==> src/hw/irtmc_pkg.sv <==
// Package of constants for the infrared transceiver mode controller
package irtmc_pkg;
  // ****************************************************************
  // Clock and timing
  // ****************************************************************
  localparam int CLK_MHZ = 50;
  localparam int T_SHUTDOWN_NS = 30000;     // Least shutdown pulse width
  localparam int T_SD_SETUP_NS = 200;       // Least shutdown setup time
  localparam int T_RC_PULSE_NS = 200;       // Least rc pulse width
  localparam int T_PROG_MAX_NS = 5000;      // Longest programming pulse width
  localparam int T_BW_SETUP_NS = 50;        // Least bandwidth setup time
  localparam int T_HOLD_NS = 50;            // Least mode latch hold time
  // Least times round up, longest times round down
  localparam int SHUTDOWN_CYC = (T_SHUTDOWN_NS * CLK_MHZ + 999) / 1000;
  localparam int SD_SETUP_CYC = (T_SD_SETUP_NS * CLK_MHZ + 999) / 1000;
  localparam int RC_PULSE_CYC = (T_RC_PULSE_NS * CLK_MHZ + 999) / 1000;
  localparam int PROG_MAX_CYC = (T_PROG_MAX_NS * CLK_MHZ) / 1000;
  localparam int BW_SETUP_CYC = (T_BW_SETUP_NS * CLK_MHZ + 999) / 1000;
  localparam int HOLD_CYC = (T_HOLD_NS * CLK_MHZ + 999) / 1000;
  localparam int CNT_W = 12;
  localparam logic [CNT_W-1:0] SHUTDOWN_CNT = CNT_W'(SHUTDOWN_CYC - 1);
  localparam logic [CNT_W-1:0] SD_SETUP_CNT = CNT_W'(SD_SETUP_CYC - 1);
  localparam logic [CNT_W-1:0] RC_PULSE_CNT = CNT_W'(RC_PULSE_CYC - 1);
  localparam logic [CNT_W-1:0] BW_SETUP_CNT = CNT_W'(BW_SETUP_CYC - 1);
  localparam logic [CNT_W-1:0] HOLD_CNT = CNT_W'(HOLD_CYC - 1);
  // High time of a programming pulse must stay within the longest width
  localparam int PROG_HIGH_CYC = SD_SETUP_CYC + RC_PULSE_CYC + BW_SETUP_CYC;

  // ****************************************************************
  // Register map
  // ****************************************************************
  localparam logic [7:0] CTRL_ADDR = 8'h00;
  localparam logic [7:0] CMD_ADDR = 8'h04;
  localparam logic [7:0] STATUS_ADDR = 8'h08;
  localparam int CTRL_DIRECT_BIT = 0;       // Two-input direct mode
  localparam int CTRL_SHUTDOWN_BIT = 1;     // Request shutdown
  localparam int CTRL_MODE_LSB = 2;         // Target mode, two bits
  localparam int CMD_PROGRAM_BIT = 0;       // Start programming sequence
  localparam int STAT_BUSY_BIT = 0;
  localparam int STAT_SHUT_BIT = 1;
  localparam int STAT_MODE_LSB = 2;
  localparam logic [3:0] CTRL_RESET = 4'h0;

  // ****************************************************************
  // Types
  // ****************************************************************
  typedef enum logic [1:0] {
    IRTMC_MODE_SIR = 2'b00,
    IRTMC_MODE_FIR = 2'b01,
    IRTMC_MODE_RC = 2'b10,
    IRTMC_MODE_RSV = 2'b11
  } irtmc_mode_e;

  typedef enum logic [2:0] {
    IRTMC_ST_IDLE = 3'b000,
    IRTMC_ST_SETUP = 3'b001,
    IRTMC_ST_RCPULSE = 3'b010,
    IRTMC_ST_BWSETUP = 3'b011,
    IRTMC_ST_HOLD = 3'b100,
    IRTMC_ST_SHUT = 3'b101
  } irtmc_state_e;
endpackage : irtmc_pkg

==> src/hw/irtmc_top.sv <==
// Host controller that programs and steers an infrared transceiver
// Operation
// - Mode programming drives both the transmit pin and power-down pin.
// - Shutdown holds power-down high at least 30 us.
// - Programming pulse lasts at most 5 us, above setup plus rc pulse.
// - Power-down leads programming by 200 ns; 200 ns transmit pulse selects rc.
// - Bandwidth level set 50 ns before latching edge, held 50 ns after.
// - Never drive both transmit pins high while power-down is low.
`timescale 1ns/100ps
`default_nettype none
module irtmc_top (
  input wire logic SYS_CLK,
  input wire logic RESET_N,
  input wire logic PSEL,
  input wire logic PENABLE,
  input wire logic PWRITE,
  input wire logic [7:0] PADDR,
  input wire logic [31:0] PWDATA,
  output logic [31:0] PRDATA,
  output logic PREADY,
  output logic PSLVERR,
  input wire logic TX_IR_DATA,
  input wire logic TX_RC_DATA,
  output logic POWER_DOWN_INPUT,
  output logic IR_TRANSMIT_INPUT,
  output logic RC_TRANSMIT_INPUT
);
  import irtmc_pkg::*;

  // ****************************************************************
  // Register bus
  // ****************************************************************
  logic [3:0] ctrl_r;
  logic [31:0] prdata_r;
  logic [31:0] prdata_nxt;
  irtmc_mode_e mode_r;
  irtmc_mode_e target_r;
  irtmc_state_e state_r;
  logic [CNT_W-1:0] cnt_r;
  logic shut_done_r;
  logic sd_r;
  logic ir_r;
  logic rc_r;
  logic wr_en;
  logic rd_setup;
  logic mapped;
  logic prog_go;
  logic busy;

  assign wr_en = PSEL & PENABLE & PWRITE;
  assign rd_setup = PSEL & ~PENABLE & ~PWRITE;
  assign mapped = (PADDR == CTRL_ADDR) | (PADDR == CMD_ADDR) | (PADDR == STATUS_ADDR);
  assign busy = (state_r != IRTMC_ST_IDLE) & (state_r != IRTMC_ST_SHUT);
  // Program only from idle and with no shutdown pending; otherwise dropped
  assign prog_go = wr_en & (PADDR == CMD_ADDR) & PWDATA[CMD_PROGRAM_BIT]
                   & (state_r == IRTMC_ST_IDLE) & ~ctrl_r[CTRL_SHUTDOWN_BIT];

  // Zero-wait slave; answers every access in the access cycle
  assign PREADY = 1'b1;
  assign PRDATA = prdata_r;
  assign PSLVERR = PSEL & PENABLE & ~mapped;

  // Control register
  always_ff @(posedge SYS_CLK) begin
    if (!RESET_N) begin
      ctrl_r <= CTRL_RESET;
    end else if (wr_en && PADDR == CTRL_ADDR) begin
      ctrl_r <= PWDATA[3:0];
    end
  end

  // Read word chosen in the setup cycle; zero outside reads
  always_comb begin
    prdata_nxt = 32'h0;
    if (rd_setup && PADDR == CTRL_ADDR) begin
      prdata_nxt[3:0] = ctrl_r;
    end else if (rd_setup && PADDR == STATUS_ADDR) begin
      prdata_nxt[STAT_BUSY_BIT] = busy;
      prdata_nxt[STAT_SHUT_BIT] = shut_done_r;
      prdata_nxt[STAT_MODE_LSB +: 2] = mode_r;
    end
  end

  // Registered at setup so read data stands through the whole access cycle
  always_ff @(posedge SYS_CLK) begin
    if (!RESET_N) begin
      prdata_r <= 32'h0;
    end else begin
      prdata_r <= prdata_nxt;
    end
  end

  // ****************************************************************
  // Mode sequencer
  // ****************************************************************
  // Each programming step loads the count and leaves when it reaches zero; shutdown holds at zero until released
  always_ff @(posedge SYS_CLK) begin
    if (!RESET_N) begin
      state_r <= IRTMC_ST_IDLE;
      cnt_r <= '0;
    end else begin
      unique case (state_r)
        IRTMC_ST_IDLE: begin
          if (ctrl_r[CTRL_SHUTDOWN_BIT]) begin
            state_r <= IRTMC_ST_SHUT;
            cnt_r <= SHUTDOWN_CNT;
          end else if (prog_go) begin
            state_r <= IRTMC_ST_SETUP;
            cnt_r <= SD_SETUP_CNT;
          end
        end
        IRTMC_ST_SETUP: begin
          if (cnt_r == '0) begin
            state_r <= IRTMC_ST_RCPULSE;
            cnt_r <= RC_PULSE_CNT;
          end else begin
            cnt_r <= cnt_r - 1'b1;
          end
        end
        IRTMC_ST_RCPULSE: begin
          if (cnt_r == '0) begin
            state_r <= IRTMC_ST_BWSETUP;
            cnt_r <= BW_SETUP_CNT;
          end else begin
            cnt_r <= cnt_r - 1'b1;
          end
        end
        IRTMC_ST_BWSETUP: begin
          if (cnt_r == '0) begin
            state_r <= IRTMC_ST_HOLD;
            cnt_r <= HOLD_CNT;
          end else begin
            cnt_r <= cnt_r - 1'b1;
          end
        end
        IRTMC_ST_HOLD: begin
          if (cnt_r == '0) begin
            state_r <= IRTMC_ST_IDLE;
          end else begin
            cnt_r <= cnt_r - 1'b1;
          end
        end
        IRTMC_ST_SHUT: begin
          if (!ctrl_r[CTRL_SHUTDOWN_BIT] && shut_done_r) begin
            state_r <= IRTMC_ST_IDLE;
          end else if (cnt_r != '0) begin
            cnt_r <= cnt_r - 1'b1;
          end
        end
        default: begin
          state_r <= IRTMC_ST_IDLE;
        end
      endcase
    end
  end

  // Shutdown is only reported once the full width has elapsed
  always_ff @(posedge SYS_CLK) begin
    if (!RESET_N) begin
      shut_done_r <= 1'b0;
    end else if (state_r == IRTMC_ST_SHUT && cnt_r == '0) begin
      shut_done_r <= 1'b1;
    end else if (state_r != IRTMC_ST_SHUT) begin
      shut_done_r <= 1'b0;
    end
  end

  // Target captured at start so a later write cannot alter a sequence
  always_ff @(posedge SYS_CLK) begin
    if (!RESET_N) begin
      target_r <= IRTMC_MODE_SIR;
    end else if (prog_go) begin
      target_r <= irtmc_mode_e'(ctrl_r[CTRL_MODE_LSB +: 2]);
    end
  end

  // Mirror of the mode latched inside the transceiver
  always_ff @(posedge SYS_CLK) begin
    if (!RESET_N) begin
      mode_r <= IRTMC_MODE_SIR;
    end else if (state_r == IRTMC_ST_SHUT && cnt_r == '0) begin
      mode_r <= IRTMC_MODE_SIR;
    end else if (state_r == IRTMC_ST_HOLD && cnt_r == '0) begin
      mode_r <= (target_r == IRTMC_MODE_RSV) ? IRTMC_MODE_SIR : target_r;
    end
  end

  // ****************************************************************
  // Pin drive
  // ****************************************************************
  // Pins are registered so no combinational glitch reaches the LED
  always_ff @(posedge SYS_CLK) begin
    if (!RESET_N) begin
      sd_r <= 1'b0;
      ir_r <= 1'b0;
      rc_r <= 1'b0;
    end else begin
      sd_r <= 1'b0;
      ir_r <= 1'b0;
      rc_r <= 1'b0;
      unique case (state_r)
        IRTMC_ST_SETUP: begin
          sd_r <= 1'b1;
        end
        IRTMC_ST_RCPULSE: begin
          sd_r <= 1'b1;
          ir_r <= (target_r == IRTMC_MODE_RC);
        end
        IRTMC_ST_BWSETUP: begin
          sd_r <= 1'b1;
          ir_r <= (target_r == IRTMC_MODE_FIR);
        end
        IRTMC_ST_HOLD: begin
          ir_r <= (target_r == IRTMC_MODE_FIR);
        end
        IRTMC_ST_SHUT: begin
          sd_r <= 1'b1;
        end
        IRTMC_ST_IDLE: begin
          if (ctrl_r[CTRL_DIRECT_BIT]) begin
            ir_r <= TX_IR_DATA;
            rc_r <= TX_RC_DATA & ~TX_IR_DATA;
          end else if (mode_r == IRTMC_MODE_RC) begin
            ir_r <= TX_RC_DATA;
          end else begin
            ir_r <= TX_IR_DATA;
          end
        end
        default: begin
          sd_r <= 1'b0;
        end
      endcase
    end
  end

  assign POWER_DOWN_INPUT = sd_r;
  assign IR_TRANSMIT_INPUT = ir_r;
  assign RC_TRANSMIT_INPUT = rc_r;
endmodule : irtmc_top
`default_nettype wire

==> config.mk <==
export PLATFORM = sky130hd
export DESIGN_NAME = irtmc_top
export DESIGN_NICKNAME = d
export VERILOG_FILES = /design/src/hw/irtmc_pkg.sv /design/src/hw/irtmc_top.sv
export SDC_FILE = /design/constraint.sdc
export NUM_CORES = 1
export LEC_CHECK = 0
export ABC_AREA = 1
export BUFFER_PORTS_ARGS = -buffer_cell sky130_fd_sc_hd__buf_2
export CORE_MARGIN = 10
export CORE_UTILIZATION = 49
export DETAILED_ROUTE_END_ITERATION = 10
export PLACE_DENSITY = 0.81
export SETUP_SLACK_MARGIN = 0.5
export SYNTH_ARGS = -nofsm -noshare
export SYNTH_HDL_FRONTEND = slang
export SYNTH_SLANG_ARGS = --single-unit
export TNS_END_PERCENT = 10
==> constraint.sdc <==
create_clock -name SYS_CLK -period 2.1 [get_ports SYS_CLK]
set_input_delay 0.42 -clock SYS_CLK [delete_from_list [all_inputs] [get_ports SYS_CLK]]
set_output_delay 0.42 -clock SYS_CLK [all_outputs]
set_load 0.01 [all_outputs]
After elaboration in Yosys (flattened, before gate mapping)
Cells that the tools add are included.
{"block": "totals", "register_bits": 59, "latchBits": 0, "mem_bits_rw": 0, "romBits": 0, "out_inout_bits": 37, "wordCells": 98, "n_memories": 0}
{"block": "classes", "add_sub_neg": 1, "multipliers": 0, "n_div": 0, "order_cmp": 0, "eq_ne": 21, "shifts": 0, "n_mux": 25, "n_bitwise": 19, "n_reduce_logical": 21}
{"op": "12-bit two-way mux", "count": 7}
{"op": "12-bit one-hot mux with 5 select lines", "count": 1}
{"op": "3-bit two-way mux", "count": 7}
{"op": "3-bit one-hot mux with 6 select lines", "count": 1}
{"op": "2-bit != test (second input constant)", "count": 8}
{"op": "12-bit zero test", "count": 1}
{"op": "12-bit nonzero test", "count": 1}
{"op": "12-bit by 1-bit subtractor with 12-bit output (second input constant)", "count": 1}
{"op": "1-bit AND", "count": 11}
{"op": "8-bit by 3-bit == test with 1-bit output (second input constant)", "count": 1}
{"op": "8-bit by 4-bit == test with 1-bit output (second input constant)", "count": 1}
{"op": "8-bit zero test", "count": 1}
{"op": "4-bit two-way mux", "count": 2}
{"op": "2-bit == test (second input constant)", "count": 3}
{"op": "3-bit by 2-bit == test with 1-bit output (second input constant)", "count": 2}
{"op": "3-bit == test (second input constant)", "count": 2}
{"op": "1-bit logical AND", "count": 6}
{"op": "3-bit != test (second input constant)", "count": 2}
{"op": "1-bit inverter", "count": 6}
{"op": "6-bit AND reduction", "count": 1}
{"op": "2-bit OR reduction", "count": 3}
{"op": "1-bit two-way mux", "count": 5}
{"op": "5-bit AND reduction", "count": 1}
{"op": "5-bit nonzero test", "count": 1}
{"op": "other kinds (11)", "count": 12}

Depth between registers and ports, before layout
{"block": "logic_depth", "depth_word": 9, "mapped_depth": 13}

Worst setup path after synthesis
OpenSTA, ideal clock, no wires.
{"block": "synth_path", "path_type": "input port to output port", "start": "in PADDR[4]", "end": "out PSLVERR", "t_arrival_ps": 1116, "t_required_ps": 1680, "path_slack_ps": 564, "stages": 6, "n_path_buf": 0, "cell_sequence": "inv_1 -> nand2_1 -> nor2_2 -> inv_1 -> nor4_4 -> nor3_1"}
{"block": "synth_between", "elab_chain_cells": 5, "elab_cells_between_ends": 7}
{"item": "from (decl)", "line_no": "irtmc_top.sv:17", "source": "input wire logic [7:0] PADDR,"}
{"item": "8-bit by 3-bit == test with 1-bit output or 8-bit zero test (tied branches)", "line_no": "irtmc_top.sv:52", "source": "assign mapped = (PADDR == CTRL_ADDR) | (PADDR == CMD_ADDR) | (PADDR == STATUS_ADDR);"}
{"item": "1-bit bitwise OR", "line_no": "irtmc_top.sv:52"}
{"item": "1-bit bitwise OR *", "line_no": "irtmc_top.sv:52"}
{"item": "1-bit inverter *", "line_no": "irtmc_top.sv:61", "source": "assign PSLVERR = PSEL & PENABLE & ~mapped;"}
{"item": "1-bit AND *", "line_no": "irtmc_top.sv:61"}
{"item": "to (decl)", "line_no": "irtmc_top.sv:21", "source": "output logic PSLVERR,"}
Mark *: on every way between the ends. The rest lies on a longest branch, timed or not.

Final worst setup path
Ends and elaborated chain as after synthesis.

==> run metrics <==
status finished clean; Skew-Pair Late Insertion Delay 0.28 ns; Crit Path Max Fanout 3; most used routing layer met2; Inst Count DP 404; total grt overflow 0; initial antenna violation count 0; Max Clk Rate 610.8 MHz; Synth Instances between 300 and 400; clk_skew 0.008063 ns; core area roughly 4400 sq um; Root Buffer Master clkbuf_8; top cells by area, synth dfxtp_1 28%, nand2_1 10%, buf_4 10%; Final period util 0.7796; # DRC 0; global-route wire length before repair 8480 um; layout cells sized above 1 0.2649; largest net degree at the start of global routing 23; CTS Buf Count 5; endpoints failing hold 0; hold slack final 0.3097 ns; Reg2Reg Launch Point cnt_r[0]; HP Class in2reg; initial drt markers 167; most frequent cell after synthesis nand2_1; fin cells roughly 420; DR vias around 2.2k; clock transition at the registers of the reported paths 0.07 ns; post-cts hold buffer count 0; Post-synth EDFFs 0; DR WL/cell 12.93 um; Yosys cell types 33; number of synthesis warnings 0; Slew Limit Fails 0; Routed Antenna Nets 0; hpwl dp 3803 um; crit path capture type primary output; peak supply drop 474.8 uV; Top FF cell, synth dfxtp_1; Pwr Total roughly 3.2 mW; top post-synthesis cells by count 61 x nand2_1, 47 x nor2_1, 39 x inv_1, 31 x dfxtp_1, 30 x buf_4; Max Cap Viol 0; Critical Path AT around 1.2 ns; Pleak 1.220 nW; Final #Nets 418; Final TNS setup 0 ns; crit path launch type input port; Total GRT Usage 0.1328; Clock Tree Buf Depth 2; WS Path Type in2out; drt pass-1 iters 4; H-tree levels 2; height of the die 87.04 um; total wire length 5456 um; Critical Path Max Stage Delay 0.16 ns; placer congestion estimate 0.8166; power per cell area 1247 nW/um^2; clk sink count 31; crit-path cells buf_6, inv_4, nand2_4, nor2_4, buf_6, nand2_1, nand3_1, nor3_2, buf_2; Final Setup Violations 0; grt met3 use 0.02622; met1 Use GR 0.1443; ys async rst share 0; post-DR vias/cell 5.109; die area ~7600 sq um; Starting Density 0.5057; Die W 87.04 um; RSZ-0062 raised after global routing yes; Avg Inst Size Synth 6.633 sq um; Ports 84; area fraction of the dominant cell type after synthesis 0.2818; Yosys reg bits 31; Setup crit start PADDR[4]; Crit-path slowest cell nor2_4; antenna cell count 0; synthesis-to-layout area growth 16.99%; IO buf count 26; area leader, netlist dfxtp_1; Syn Std Cell Area 2202 sq um; sequential share of the synthesized area 0.2818; hold path startpoint TX_IR_DATA; fin crit period 1.637 ns; # fillers 386; CP most frequent cell buf_6; CTS tree yes; met2 GRT Util 0.2398; WP data required 1.68 ns; Rows 24; vias in the first global route a little under 2k
final cells by class:
cell class | count | area (sq um) | area share
timing repair buffer | 36 | 246.5 | 0.09568
tap | 52 | 65.06 | 0.02525
sequential | 31 | 630.6 | 0.2448
clock buffer | 6 | 82.58 | 0.03205
multi-input combinational | 252 | 1340 | 0.5202
clock inverter | 2 | 35.03 | 0.01360
inverter | 43 | 176.4 | 0.06848
path summary, 6_finish.rpt:
kind | endpoint | slack [ns] | cells after the start
worst max-delay path | PSLVERR | 0.46 | 9
worst min-delay path | RC_TRANSMIT_INPUT | 0.31 | 2
worst max register to register | cnt_r[10] | 0.49 | 11
worst min register to register | target_r[0] | 0.47 | 2
power by group:
group	switching, mW	internal, mW
Sequential	0.131	0.703
Combinational	1.13	0.630
Clock	0.230	0.384
Total	1.49	1.72
repair_timing:
action,CTS,global route
pin swaps,5,9
endpoints found under the setup margin,16,16
gates resized for setup,11,32
buffers inserted,3,7
layout by cell type (no fill, tap or decap), types with 6 or more instances in the layout:
master / instances
a21oi_1: 18
buf_2: 22
buf_4: 8
clkbuf_8: 6
conb_1: 29
dfxtp_1: 25
inv_1: 31
inv_2: 7
nand2_1: 56
nand2_2: 7
nand3_1: 21
nand4_1: 7
nor2_1: 46
nor2_4: 10
nor3_1: 6
o21ai_0: 20
critical path: cells and delay by family:
kind,cells,cell delay (ns)
and+or+nand+nor,5,0.39
buffers and inverters,4,0.40
metrics by stage:
step                      instance area (sq um)  utilization  worst slack (ns)
final                                      2576       0.5917            0.4627
after global routing                       2576       0.5917            0.3908
after CTS                                  2419       0.5555            0.3873
after detailed placement                   2255       0.5178            0.2434
after global placement                     2255       0.5178            0.2537
after floorplan                            2303            -            0.5642
cell families after synthesis:
group	Yosys count	synth area share
buffers and inverters	76	0.1864
XOR/XNOR	4	0.01591
adder cells (fa/ha/maj)	2	0.01136
AO/OA/AOI/OAI	45	0.1063
flip-flops	31	0.2818
AND/OR/NAND/NOR	172	0.3949
other	2	0.003410
metal layers:
layer,share of wire,vias to the layer above
li1,-,1074
met3,0.066,20
met1,0.40,977
met5,0,-
met2,0.51,85
met4,0.025,0
state kept, by name, indices dropped and copies added (netlist names):
register,cells
cnt_r,12
PRDATA,4
ctrl_r,4
state_r,3
mode_r,2
target_r,2
IR_TRANSMIT_INPUT,1
POWER_DOWN_INPUT,1
RC_TRANSMIT_INPUT,1
shut_done_r,1
Note: power is estimated with default switching activity, not from simulation.
